$ cat config.mk
export PLATFORM = sky130hd
export DESIGN_NAME = bbs_exec
export DESIGN_NICKNAME = d
export VERILOG_FILES = /design/src/rtl/bbs_pkg.sv /design/src/rtl/bbs_exec.sv
export SDC_FILE = /design/constraint.sdc
export NUM_CORES = 1
export LEC_CHECK = 0
export BUFFER_PORTS_ARGS = -buffer_cell sky130_fd_sc_hd__buf_4
export CELL_PAD_IN_SITES_DETAIL_PLACEMENT = 1
export CELL_PAD_IN_SITES_GLOBAL_PLACEMENT = 1
export CORE_UTILIZATION = 46
export CTS_CLUSTER_DIAMETER = 30
export DETAILED_ROUTE_END_ITERATION = 12
export PLACE_DENSITY = 0.93
export SYNTH_ARGS = -nofsm -noshare
export SYNTH_HDL_FRONTEND = slang
export SYNTH_SLANG_ARGS = --single-unit
$ cat constraint.sdc
create_clock -name I_CLK_SYS -period 6.2 [get_ports I_CLK_SYS]
set_input_delay 1.24 -clock I_CLK_SYS [delete_from_list [all_inputs] [get_ports I_CLK_SYS]]
set_output_delay 1.24 -clock I_CLK_SYS [all_outputs]
set_load 0.1 [all_outputs]
$ cat src/rtl/bbs_pkg.sv
/*
 Shared constants and types for the branch, bit and shift execution slice.
 Assumes an 8-bit core that hands operands in and takes results back.
*/
package bbs_pkg;
   // Software register offsets and reset values
   localparam logic [3:0] CTRL_OFS = 4'h0;
   localparam logic [3:0] STAT_OFS = 4'h4;
   localparam logic [3:0] TAKEN_OFS = 4'h8;
   localparam logic [7:0] CTRL_RST = 8'h01;
   localparam int unsigned CTRL_EN_BIT = 0;
   localparam int unsigned STAT_BUSY_BIT = 0;
   localparam int unsigned STAT_TAKEN_BIT = 1;
   // Status register flag positions
   localparam int unsigned FLAG_C = 0;
   localparam int unsigned FLAG_Z = 1;
   localparam int unsigned FLAG_N = 2;
   localparam int unsigned FLAG_V = 3;
   localparam int unsigned FLAG_H = 5;
   localparam int unsigned FLAG_I = 7;
   // Cycle counts and program counter steps
   localparam logic [1:0] CYC_ONE = 2'h1;
   localparam logic [1:0] CYC_TWO = 2'h2;
   localparam logic [1:0] CYC_THREE = 2'h3;
   localparam logic [15:0] PC_STEP_ONE = 16'h0001;
   localparam logic [15:0] PC_STEP_TWO = 16'h0002;
   localparam logic [15:0] PC_STEP_THREE = 16'h0003;
   typedef enum logic [4:0] {
      OP_COMPARE_IMMEDIATE = 5'h00, OP_SKIP_IO_BIT_CLEAR = 5'h01,
      OP_SKIP_REG_BIT_SET = 5'h02, OP_BRANCH_FLAG_SET = 5'h03,
      OP_BRANCH_EQUAL = 5'h04, OP_BRANCH_NOT_EQUAL = 5'h05,
      OP_BRANCH_CARRY_ON = 5'h06, OP_BRANCH_CARRY_OFF = 5'h07,
      OP_BRANCH_SIGNED_GE = 5'h08, OP_BRANCH_SIGNED_LT = 5'h09,
      OP_BRANCH_NEGATIVE = 5'h0a, OP_BRANCH_POSITIVE = 5'h0b,
      OP_BRANCH_HALF_CARRY_ON = 5'h0c, OP_BRANCH_HALF_CARRY_OFF = 5'h0d,
      OP_BRANCH_IRQ_ON = 5'h0e, OP_BRANCH_IRQ_OFF = 5'h0f,
      OP_SET_IO_BIT = 5'h10, OP_CLEAR_IO_BIT = 5'h11,
      OP_SHIFT_LEFT_LOGICAL = 5'h12, OP_SHIFT_RIGHT_LOGICAL = 5'h13,
      OP_ROTATE_LEFT_CARRY = 5'h14, OP_ROTATE_RIGHT_CARRY = 5'h15,
      OP_SHIFT_RIGHT_ARITH = 5'h16, OP_SWAP_NIBBLES = 5'h17
   } bbs_op_type;
   typedef enum logic {
      ST_IDLE = 1'b0,
      ST_WAIT = 1'b1
   } bbs_state_type;
endpackage

$ cat src/rtl/bbs_exec.sv
/*
 Execution slice: compare immediate, skips, relative branches,
 I/O bit set/clear, shifts, rotates and nibble swap.
 Operands arrive with the issue strobe from core logic on the same clock;
 the core applies results when the done pulse shows.
*/
// The implementer's own choices: the plain strobed port and the register addresses.
`timescale 1ns/1ps
module bbs_exec
(
   input wire logic I_CLK_SYS,
   input wire logic I_RESETN,
   input wire logic I_ISSUE,
   input wire bbs_pkg::bbs_op_type I_OP,
   input wire logic [15:0] I_PC,
   input wire logic I_TWO_WORD,
   input wire logic [7:0] I_RD_VAL,
   input wire logic [7:0] I_IMM,
   input wire logic [2:0] I_BIT,
   input wire logic [6:0] I_OFFSET,
   input wire logic [5:0] I_IO_ADDR,
   input wire logic [7:0] I_IO_VAL,
   input wire logic [7:0] I_STATUS_REG,
   input wire logic [3:0] I_ADDR,
   input wire logic [7:0] I_WDATA,
   input wire logic I_WR,
   input wire logic I_RD,
   output logic O_DONE,
   output logic O_BUSY,
   output logic O_TAKEN,
   output logic [15:0] O_PC_NEXT,
   output logic [7:0] O_RESULT,
   output logic O_RES_WE,
   output logic [7:0] O_STATUS_REG,
   output logic O_STATUS_WE,
   output logic [5:0] O_IO_ADDR,
   output logic [7:0] O_IO_WDATA,
   output logic O_IO_WE,
   output logic [7:0] O_RDATA
);
   import bbs_pkg::*;

   bbs_state_type state_reg;
   logic [1:0] cnt_reg;
   logic [7:0] ctrl_reg;
   logic [7:0] taken_cnt_reg;
   logic last_taken_reg;
   logic issue_ok;
   logic pub_now;
   logic pub_late;
   logic publish;
   logic [15:0] k_ext;
   logic [15:0] br_pc;
   logic [15:0] skip_pc;
   logic [1:0] skip_cyc;
   logic [8:0] diff;
   logic [7:0] bmask;
   logic [7:0] res_next;
   logic [7:0] status_register_next;
   logic [7:0] io_wdata_next;
   logic [15:0] pc_next;
   logic [1:0] cyc_next;
   logic res_we_next;
   logic status_register_we_next;
   logic io_we_next;
   logic taken_next;
   logic is_br;
   logic cond;
   logic shf;
   logic sc;
   logic [7:0] p_res_reg;
   logic [7:0] p_status_register_reg;
   logic [7:0] p_io_wdata_reg;
   logic [15:0] p_pc_reg;
   logic p_res_we_reg;
   logic p_status_register_we_reg;
   logic p_io_we_reg;
   logic p_taken_reg;
   logic [5:0] p_io_addr_reg;

   // Issue is refused while busy or while disabled by software
   assign issue_ok = I_ISSUE && (state_reg == ST_IDLE) && ctrl_reg[CTRL_EN_BIT];
   assign pub_now = issue_ok && (cyc_next == CYC_ONE);
   assign pub_late = (state_reg == ST_WAIT) && (cnt_reg == CYC_ONE);
   assign publish = pub_now || pub_late;

   // Targets: offset is signed, so backward branches work
   assign k_ext = {{9{I_OFFSET[6]}}, I_OFFSET};
   assign br_pc = I_PC + k_ext + PC_STEP_ONE;
   assign skip_pc = I_TWO_WORD ? I_PC + PC_STEP_THREE : I_PC + PC_STEP_TWO;
   assign skip_cyc = I_TWO_WORD ? CYC_THREE : CYC_TWO;
   assign diff = {1'b0, I_RD_VAL} - {1'b0, I_IMM};
   assign bmask = 8'h01 << I_BIT;

   // Per-operation results; flags default to unchanged
   always_comb
   begin
      res_next = I_RD_VAL;
      status_register_next = I_STATUS_REG;
      io_wdata_next = I_IO_VAL;
      pc_next = I_PC + PC_STEP_ONE;
      cyc_next = CYC_ONE;
      res_we_next = 1'b0;
      status_register_we_next = 1'b0;
      io_we_next = 1'b0;
      taken_next = 1'b0;
      is_br = 1'b0;
      cond = 1'b0;
      shf = 1'b0;
      sc = 1'b0;
      case (I_OP)
         OP_COMPARE_IMMEDIATE:
         begin
            // Borrow terms; no write back of the difference
            status_register_we_next = 1'b1;
            status_register_next[FLAG_C] = diff[8];
            status_register_next[FLAG_Z] = (diff[7:0] == 8'h00);
            status_register_next[FLAG_N] = diff[7];
            status_register_next[FLAG_V] = (I_RD_VAL[7] & ~I_IMM[7] & ~diff[7])
               | (~I_RD_VAL[7] & I_IMM[7] & diff[7]);
            status_register_next[FLAG_H] = (~I_RD_VAL[3] & I_IMM[3]) | (I_IMM[3] & diff[3])
               | (diff[3] & ~I_RD_VAL[3]);
         end
         OP_SKIP_IO_BIT_CLEAR:
         begin
            if ((I_IO_VAL & bmask) == 8'h00)
            begin
               pc_next = skip_pc;
               cyc_next = skip_cyc;
               taken_next = 1'b1;
            end
         end
         OP_SKIP_REG_BIT_SET:
         begin
            if ((I_RD_VAL & bmask) != 8'h00)
            begin
               pc_next = skip_pc;
               cyc_next = skip_cyc;
               taken_next = 1'b1;
            end
         end
         OP_BRANCH_FLAG_SET:
         begin
            is_br = 1'b1;
            cond = I_STATUS_REG[I_BIT];
         end
         OP_BRANCH_EQUAL:
         begin
            is_br = 1'b1;
            cond = I_STATUS_REG[FLAG_Z];
         end
         OP_BRANCH_NOT_EQUAL:
         begin
            is_br = 1'b1;
            cond = ~I_STATUS_REG[FLAG_Z];
         end
         OP_BRANCH_CARRY_ON:
         begin
            is_br = 1'b1;
            cond = I_STATUS_REG[FLAG_C];
         end
         OP_BRANCH_CARRY_OFF:
         begin
            is_br = 1'b1;
            cond = ~I_STATUS_REG[FLAG_C];
         end
         OP_BRANCH_SIGNED_GE:
         begin
            is_br = 1'b1;
            cond = ~(I_STATUS_REG[FLAG_N] ^ I_STATUS_REG[FLAG_V]);
         end
         OP_BRANCH_SIGNED_LT:
         begin
            is_br = 1'b1;
            cond = I_STATUS_REG[FLAG_N] ^ I_STATUS_REG[FLAG_V];
         end
         OP_BRANCH_NEGATIVE:
         begin
            is_br = 1'b1;
            cond = I_STATUS_REG[FLAG_N];
         end
         OP_BRANCH_POSITIVE:
         begin
            is_br = 1'b1;
            cond = ~I_STATUS_REG[FLAG_N];
         end
         OP_BRANCH_HALF_CARRY_ON:
         begin
            is_br = 1'b1;
            cond = I_STATUS_REG[FLAG_H];
         end
         OP_BRANCH_HALF_CARRY_OFF:
         begin
            is_br = 1'b1;
            cond = ~I_STATUS_REG[FLAG_H];
         end
         OP_BRANCH_IRQ_ON:
         begin
            is_br = 1'b1;
            cond = I_STATUS_REG[FLAG_I];
         end
         OP_BRANCH_IRQ_OFF:
         begin
            is_br = 1'b1;
            cond = ~I_STATUS_REG[FLAG_I];
         end
         OP_SET_IO_BIT:
         begin
            io_we_next = 1'b1;
            io_wdata_next = I_IO_VAL | bmask;
            cyc_next = CYC_TWO;
         end
         OP_CLEAR_IO_BIT:
         begin
            io_we_next = 1'b1;
            io_wdata_next = I_IO_VAL & ~bmask;
            cyc_next = CYC_TWO;
         end
         OP_SHIFT_LEFT_LOGICAL:
         begin
            shf = 1'b1;
            res_next = {I_RD_VAL[6:0], 1'b0};
            sc = I_RD_VAL[7];
         end
         OP_SHIFT_RIGHT_LOGICAL:
         begin
            shf = 1'b1;
            res_next = {1'b0, I_RD_VAL[7:1]};
            sc = I_RD_VAL[0];
         end
         OP_ROTATE_LEFT_CARRY:
         begin
            shf = 1'b1;
            res_next = {I_RD_VAL[6:0], I_STATUS_REG[FLAG_C]};
            sc = I_RD_VAL[7];
         end
         OP_ROTATE_RIGHT_CARRY:
         begin
            shf = 1'b1;
            res_next = {I_STATUS_REG[FLAG_C], I_RD_VAL[7:1]};
            sc = I_RD_VAL[0];
         end
         OP_SHIFT_RIGHT_ARITH:
         begin
            shf = 1'b1;
            res_next = {I_RD_VAL[7], I_RD_VAL[7:1]};
            sc = I_RD_VAL[0];
         end
         OP_SWAP_NIBBLES:
         begin
            res_we_next = 1'b1;
            res_next = {I_RD_VAL[3:0], I_RD_VAL[7:4]};
         end
         default:
         begin
            cyc_next = CYC_ONE;
         end
      endcase
      // Taken branch costs one extra clock
      if (is_br && cond)
      begin
         pc_next = br_pc;
         cyc_next = CYC_TWO;
         taken_next = 1'b1;
      end
      // Shift family flags: V is N xor new carry
      if (shf)
      begin
         res_we_next = 1'b1;
         status_register_we_next = 1'b1;
         status_register_next[FLAG_C] = sc;
         status_register_next[FLAG_Z] = (res_next == 8'h00);
         status_register_next[FLAG_N] = res_next[7];
         status_register_next[FLAG_V] = res_next[7] ^ sc;
      end
   end

   // Sequencer: wait out multi-clock operations
   always_ff @(posedge I_CLK_SYS or negedge I_RESETN)
   begin
      if (!I_RESETN)
      begin
         state_reg <= ST_IDLE;
         cnt_reg <= 2'h0;
      end
      else if (state_reg == ST_IDLE)
      begin
         if (issue_ok && (cyc_next != CYC_ONE))
         begin
            state_reg <= ST_WAIT;
            cnt_reg <= cyc_next - CYC_ONE;
         end
      end
      else
      begin
         cnt_reg <= cnt_reg - CYC_ONE;
         if (cnt_reg == CYC_ONE)
         begin
            state_reg <= ST_IDLE;
         end
      end
   end

   // Pending results held until the last clock
   always_ff @(posedge I_CLK_SYS or negedge I_RESETN)
   begin
      if (!I_RESETN)
      begin
         p_res_reg <= 8'h00;
         p_status_register_reg <= 8'h00;
         p_io_wdata_reg <= 8'h00;
         p_pc_reg <= 16'h0000;
         p_res_we_reg <= 1'b0;
         p_status_register_we_reg <= 1'b0;
         p_io_we_reg <= 1'b0;
         p_taken_reg <= 1'b0;
         p_io_addr_reg <= 6'h00;
      end
      else if (issue_ok)
      begin
         p_res_reg <= res_next;
         p_status_register_reg <= status_register_next;
         p_io_wdata_reg <= io_wdata_next;
         p_pc_reg <= pc_next;
         p_res_we_reg <= res_we_next;
         p_status_register_we_reg <= status_register_we_next;
         p_io_we_reg <= io_we_next;
         p_taken_reg <= taken_next;
         p_io_addr_reg <= I_IO_ADDR;
      end
   end

   // Output stage; strobes are one-cycle pulses with done
   always_ff @(posedge I_CLK_SYS or negedge I_RESETN)
   begin
      if (!I_RESETN)
      begin
         O_DONE <= 1'b0;
         O_TAKEN <= 1'b0;
         O_PC_NEXT <= 16'h0000;
         O_RESULT <= 8'h00;
         O_RES_WE <= 1'b0;
         O_STATUS_REG <= 8'h00;
         O_STATUS_WE <= 1'b0;
         O_IO_ADDR <= 6'h00;
         O_IO_WDATA <= 8'h00;
         O_IO_WE <= 1'b0;
      end
      else
      begin
         O_DONE <= publish;
         O_TAKEN <= pub_now ? taken_next : pub_late && p_taken_reg;
         O_RES_WE <= pub_now ? res_we_next : pub_late && p_res_we_reg;
         O_STATUS_WE <= pub_now ? status_register_we_next : pub_late && p_status_register_we_reg;
         O_IO_WE <= pub_late && p_io_we_reg;
         if (pub_now)
         begin
            O_PC_NEXT <= pc_next;
            O_RESULT <= res_next;
            O_STATUS_REG <= status_register_next;
         end
         else if (pub_late)
         begin
            O_PC_NEXT <= p_pc_reg;
            O_RESULT <= p_res_reg;
            O_STATUS_REG <= p_status_register_reg;
            O_IO_ADDR <= p_io_addr_reg;
            O_IO_WDATA <= p_io_wdata_reg;
         end
      end
   end

   // Software control and taken-event bookkeeping
   always_ff @(posedge I_CLK_SYS or negedge I_RESETN)
   begin
      if (!I_RESETN)
      begin
         ctrl_reg <= CTRL_RST;
         taken_cnt_reg <= 8'h00;
         last_taken_reg <= 1'b0;
      end
      else
      begin
         if (I_WR && (I_ADDR == CTRL_OFS))
         begin
            ctrl_reg <= I_WDATA;
         end
         // Hardware count wins over a software clear in the same cycle
         if (O_DONE && O_TAKEN)
         begin
            taken_cnt_reg <= taken_cnt_reg + 8'h01;
         end
         else if (I_WR && (I_ADDR == TAKEN_OFS))
         begin
            taken_cnt_reg <= 8'h00;
         end
         if (O_DONE)
         begin
            last_taken_reg <= O_TAKEN;
         end
      end
   end

   // Busy flag mirrors the sequencer, registered
   always_ff @(posedge I_CLK_SYS or negedge I_RESETN)
   begin
      if (!I_RESETN)
      begin
         O_BUSY <= 1'b0;
      end
      else
      begin
         O_BUSY <= (state_reg == ST_IDLE) ? issue_ok && (cyc_next != CYC_ONE) : !pub_late;
      end
   end

   // Read port; unmapped offsets read zero
   always_ff @(posedge I_CLK_SYS or negedge I_RESETN)
   begin
      if (!I_RESETN)
      begin
         O_RDATA <= 8'h00;
      end
      else if (I_RD)
      begin
         if (I_ADDR == CTRL_OFS)
         begin
            O_RDATA <= ctrl_reg;
         end
         else if (I_ADDR == STAT_OFS)
         begin
            O_RDATA <= {6'h00, last_taken_reg, O_BUSY};
         end
         else if (I_ADDR == TAKEN_OFS)
         begin
            O_RDATA <= taken_cnt_reg;
         end
         else
         begin
            O_RDATA <= 8'h00;
         end
      end
   end
endmodule

==> metrics.csv <==
stage,metric,value,unit
outcome,status,completed,
global_route,gr-usage-all-layers,30.3,%
global_route,grt_max_degree,83,
clock_tree,clock_tree.buffer_depth,2,
floorplanning,core,0.0166,mm2
clock_tree,post_cts_resized,0,
synthesis,synth-edff-count,0,
synthesis,synth_area_per_cell,8.92,um2
critical_path,rr_worst_depth,8,
synthesis,synthTopCellsByCount,"159 x nand2_1, 129 x dfrtp_1, 86 x o21ai_0",
detailed_routing,ant_nets,0,
clock_tree,cts_setup_buffers,0,
cells_and_area,drive_above_1_share,20.5,%
synthesis,synth-warning-count,0,
synthesis,synthCells,884,
synthesis,synth.yosys.seq_area_share,41.3,%
detailed_routing,drc,0,
timing,tightest_slew,1.30,ns
critical_path,crit_top_cell,buf_4,
place,io_buffers,146,
critical_path,crit_arrival,5.06,ns
place,preCtsSetupSlack,1.20,ns
critical_path,critPathCaptureType,register,
critical_path,crit_fanout,20,
clock_tree,hold_buffers,0,
floorplanning,io_pins,147,
detailed_routing,drt_pre_antenna_iters,5,
timing,slew_headroom,10.7,%
global_route,antenna_found_initial,0,
synthesis,yosysMostFrequentCell,nand2_1,
detailed_routing,vias,7536,
critical_path,cp_slowest_cell,nor2_2,
critical_path,critical_path.top_delay_family,simple AND/OR/NAND/NOR gates,
detailed_routing,drtIter0Drc,523,
cells_and_area,final_util,58.4,%
power_and_ir_drop,max-vdd-ir-drop,441,uV
critical_path,path_buf_inv,2,
power_and_ir_drop,p_total,4640,uW
synthesis,synth_top_cell_area_share,40.9,%
timing,grt_setup_unrepaired,no,
critical_path,start_kind,input pin,
timing,fin_skew,0.00863,ns
detailed_routing,routed_via_density,6.07,
timing,slew_viol_final,0,
place,globalplace.congestion,0.898,
clock_tree,numClockSinks,130,
floorplanning,start_util,47.4,%
critical_path,cp.depth,13,
synthesis,synth.distinct_cells,67,
power_and_ir_drop,p_leak,0.00453,uW
cells_and_area,fin_nets,1132,
synthesis,synth_area_leader_cell,dfrtp_1,
clock_tree,cts_buffers,17,
critical_path,slowest_delay,0.54,ns
synthesis,synthFlopType,dfrtp_1,
floorplanning,fp-row-count,47,
floorplanning,die_h,133,um
clock_tree,tritoncts,built,
cells_and_area,diodes,0,
floorplanning,fp.dieW,133,um
clock_tree,root_buffer,clkbuf_16,
global_route,grt_overflow,0,
place,dp_hpwl,18.1,mm
timing,post-route-period-util,76.7,%
timing,max_clock_freq,210,MHz
critical_path,path_class,in2reg,
clock_tree,clock_latency,0.42,ns
detailed_routing,wl,26.0,mm
clock_tree,h-tree-depth,4,
run,max-cap-violations,0,
timing,setup_viol,0,
timing,period_minus_slack,4.76,ns
global_route,grt_pass1_vias,7919,
clock_tree,cts.clk_slew.worst_paths,0.06,ns
timing,report.final.hold_viol_count,0,
cells_and_area,areaGrowthSynthToFinish,23.2,%
detailed_routing,wl_per_cell,20.9,um
power_and_ir_drop,p_per_area,478,mW/mm2
synthesis,syn_nets,1006,
synthesis,synth-async-reset-ratio,100,%
timing,setup_tns,0,ns
critical_path,crit_required,6.50,ns
synthesis,ys_ff_latch,130,
hold_path,min_path_type,reg2reg,
synthesis,syn_area,0.00789,mm2
critical_path,worstPathCellList,"buf_4, mux4_2, mux2_4, nor4_4, a21o_1, nor2b_1, nor3_1, ha_1, and2_1, nor2_2, buf_4, a22oi_1, o21ai_0",
global_route,grt_pass1_wl,42.0,mm
floorplanning,die_area,0.0177,mm2
timing,worst_slack,1.44,ns
hold_path,min_path_cells,2,
synthesis,yosys-top-cells-area,"dfrtp_1 41%, nand2_1 7.6%, o21ai_0 5.5%",
-- metrics by stage --
step                cells  hold WS (ns)  cell area [um2]
floorplan             884         0.439             7890
global placement     1211         0.448             9130
detailed placement   1211         0.457             9130
CTS                  1242         0.470             9720
global route         1242         0.496             9720
finish               1242         0.472             9720
-- worst register-to-register path, delay by kind of cell, from the launching register on --
family	cells	cell delay [ns]
flip-flops	1	0.42
AO/OA/AOI/OAI	2	0.27
buffers and inverters	3	0.78
AND/OR/NAND/NOR	3	1.08
-- final timing paths --
path / start / to / slack (ns)
setup / recovery: I_BIT[1] / O_RESULT[4] / 1.44
setup reg to reg: state_reg / O_RESULT[4] / 3.54
hold / removal: p_io_addr_reg[2] / O_IO_ADDR[2] / 0.47
max in group asynchronous: I_RESETN / p_pc_reg[10] / 4.08
min in group asynchronous: I_RESETN / O_IO_WDATA[4] / 0.81
hold reg to reg: p_io_addr_reg[2] / O_IO_ADDR[2] / 0.47
-- cell type report --
type | instances | area, um2
flip-flops and latches | 130 | 3250
multi-input cells | 678 | 4330
clock buffers | 21 | 470
repair buffers | 153 | 1150
inverters | 30 | 113
clock inverters | 10 | 125
fillers | 1944 | 6920
well taps | 220 | 275
-- where the power goes --
group          switching (uW)  internal (uW)  total (uW)  leakage (uW)
registers                 243           1190        1430       0.00164
logic                    1670            533        2200       0.00262
clock network             384            625        1010      0.000278
-- cells in the final DEF (no fill, tap or decap), types with 5 or more instances in the layout --
cell / Yosys / final
nand3_1: 18 / 17
nor3_1: 23 / 23
nand2_1: 159 / 159
nor2b_1: 11 / 11
a21o_1: 10 / 10
and3_1: 13 / 13
a21oi_1: 34 / 34
ha_1: 32 / 32
buf_4: 0 / 152
a31oi_1: 12 / 12
o31ai_1: 9 / 9
o21a_1: 7 / 7
clkbuf_16: 0 / 17
o21ai_0: 86 / 86
mux2i_1: 20 / 20
mux2_2: 11 / 11
o31a_1: 5 / 5
o22ai_1: 9 / 9
a221o_1: 7 / 7
dfrtp_1: 129 / 129
nor2_1: 46 / 45
nor4_1: 5 / 5
xor2_1: 7 / 7
o211ai_1: 8 / 8
o221ai_1: 7 / 7
xnor2_1: 23 / 23
a22oi_1: 33 / 33
or3_1: 5 / 5
and2_1: 9 / 8
inv_1: 29 / 29
nand2b_1: 11 / 11
-- layer usage --
metal  track usage (%)  wire, um  vias up
met4              10.9       552        0
met2              50.1     12600      273
met1              39.7     11300     3774
li1                  -         -     3446
met5                 0         0        -
met3              5.52      1500       43
-- kinds of logic (layout without fill, tap and decap cells) --
family          Yosys count  after routing  synth area share, %
flops                   130            130                 41.3
simple gates            313            313                 18.2
compound gates          264            264                 22.0
fa+ha+maj                35             35                 5.84
mux                      36             36                 5.44
xor+xnor                 30             30                 3.33
buf+inv                  76            214                 3.95
(Power assumes the default switching activity.)
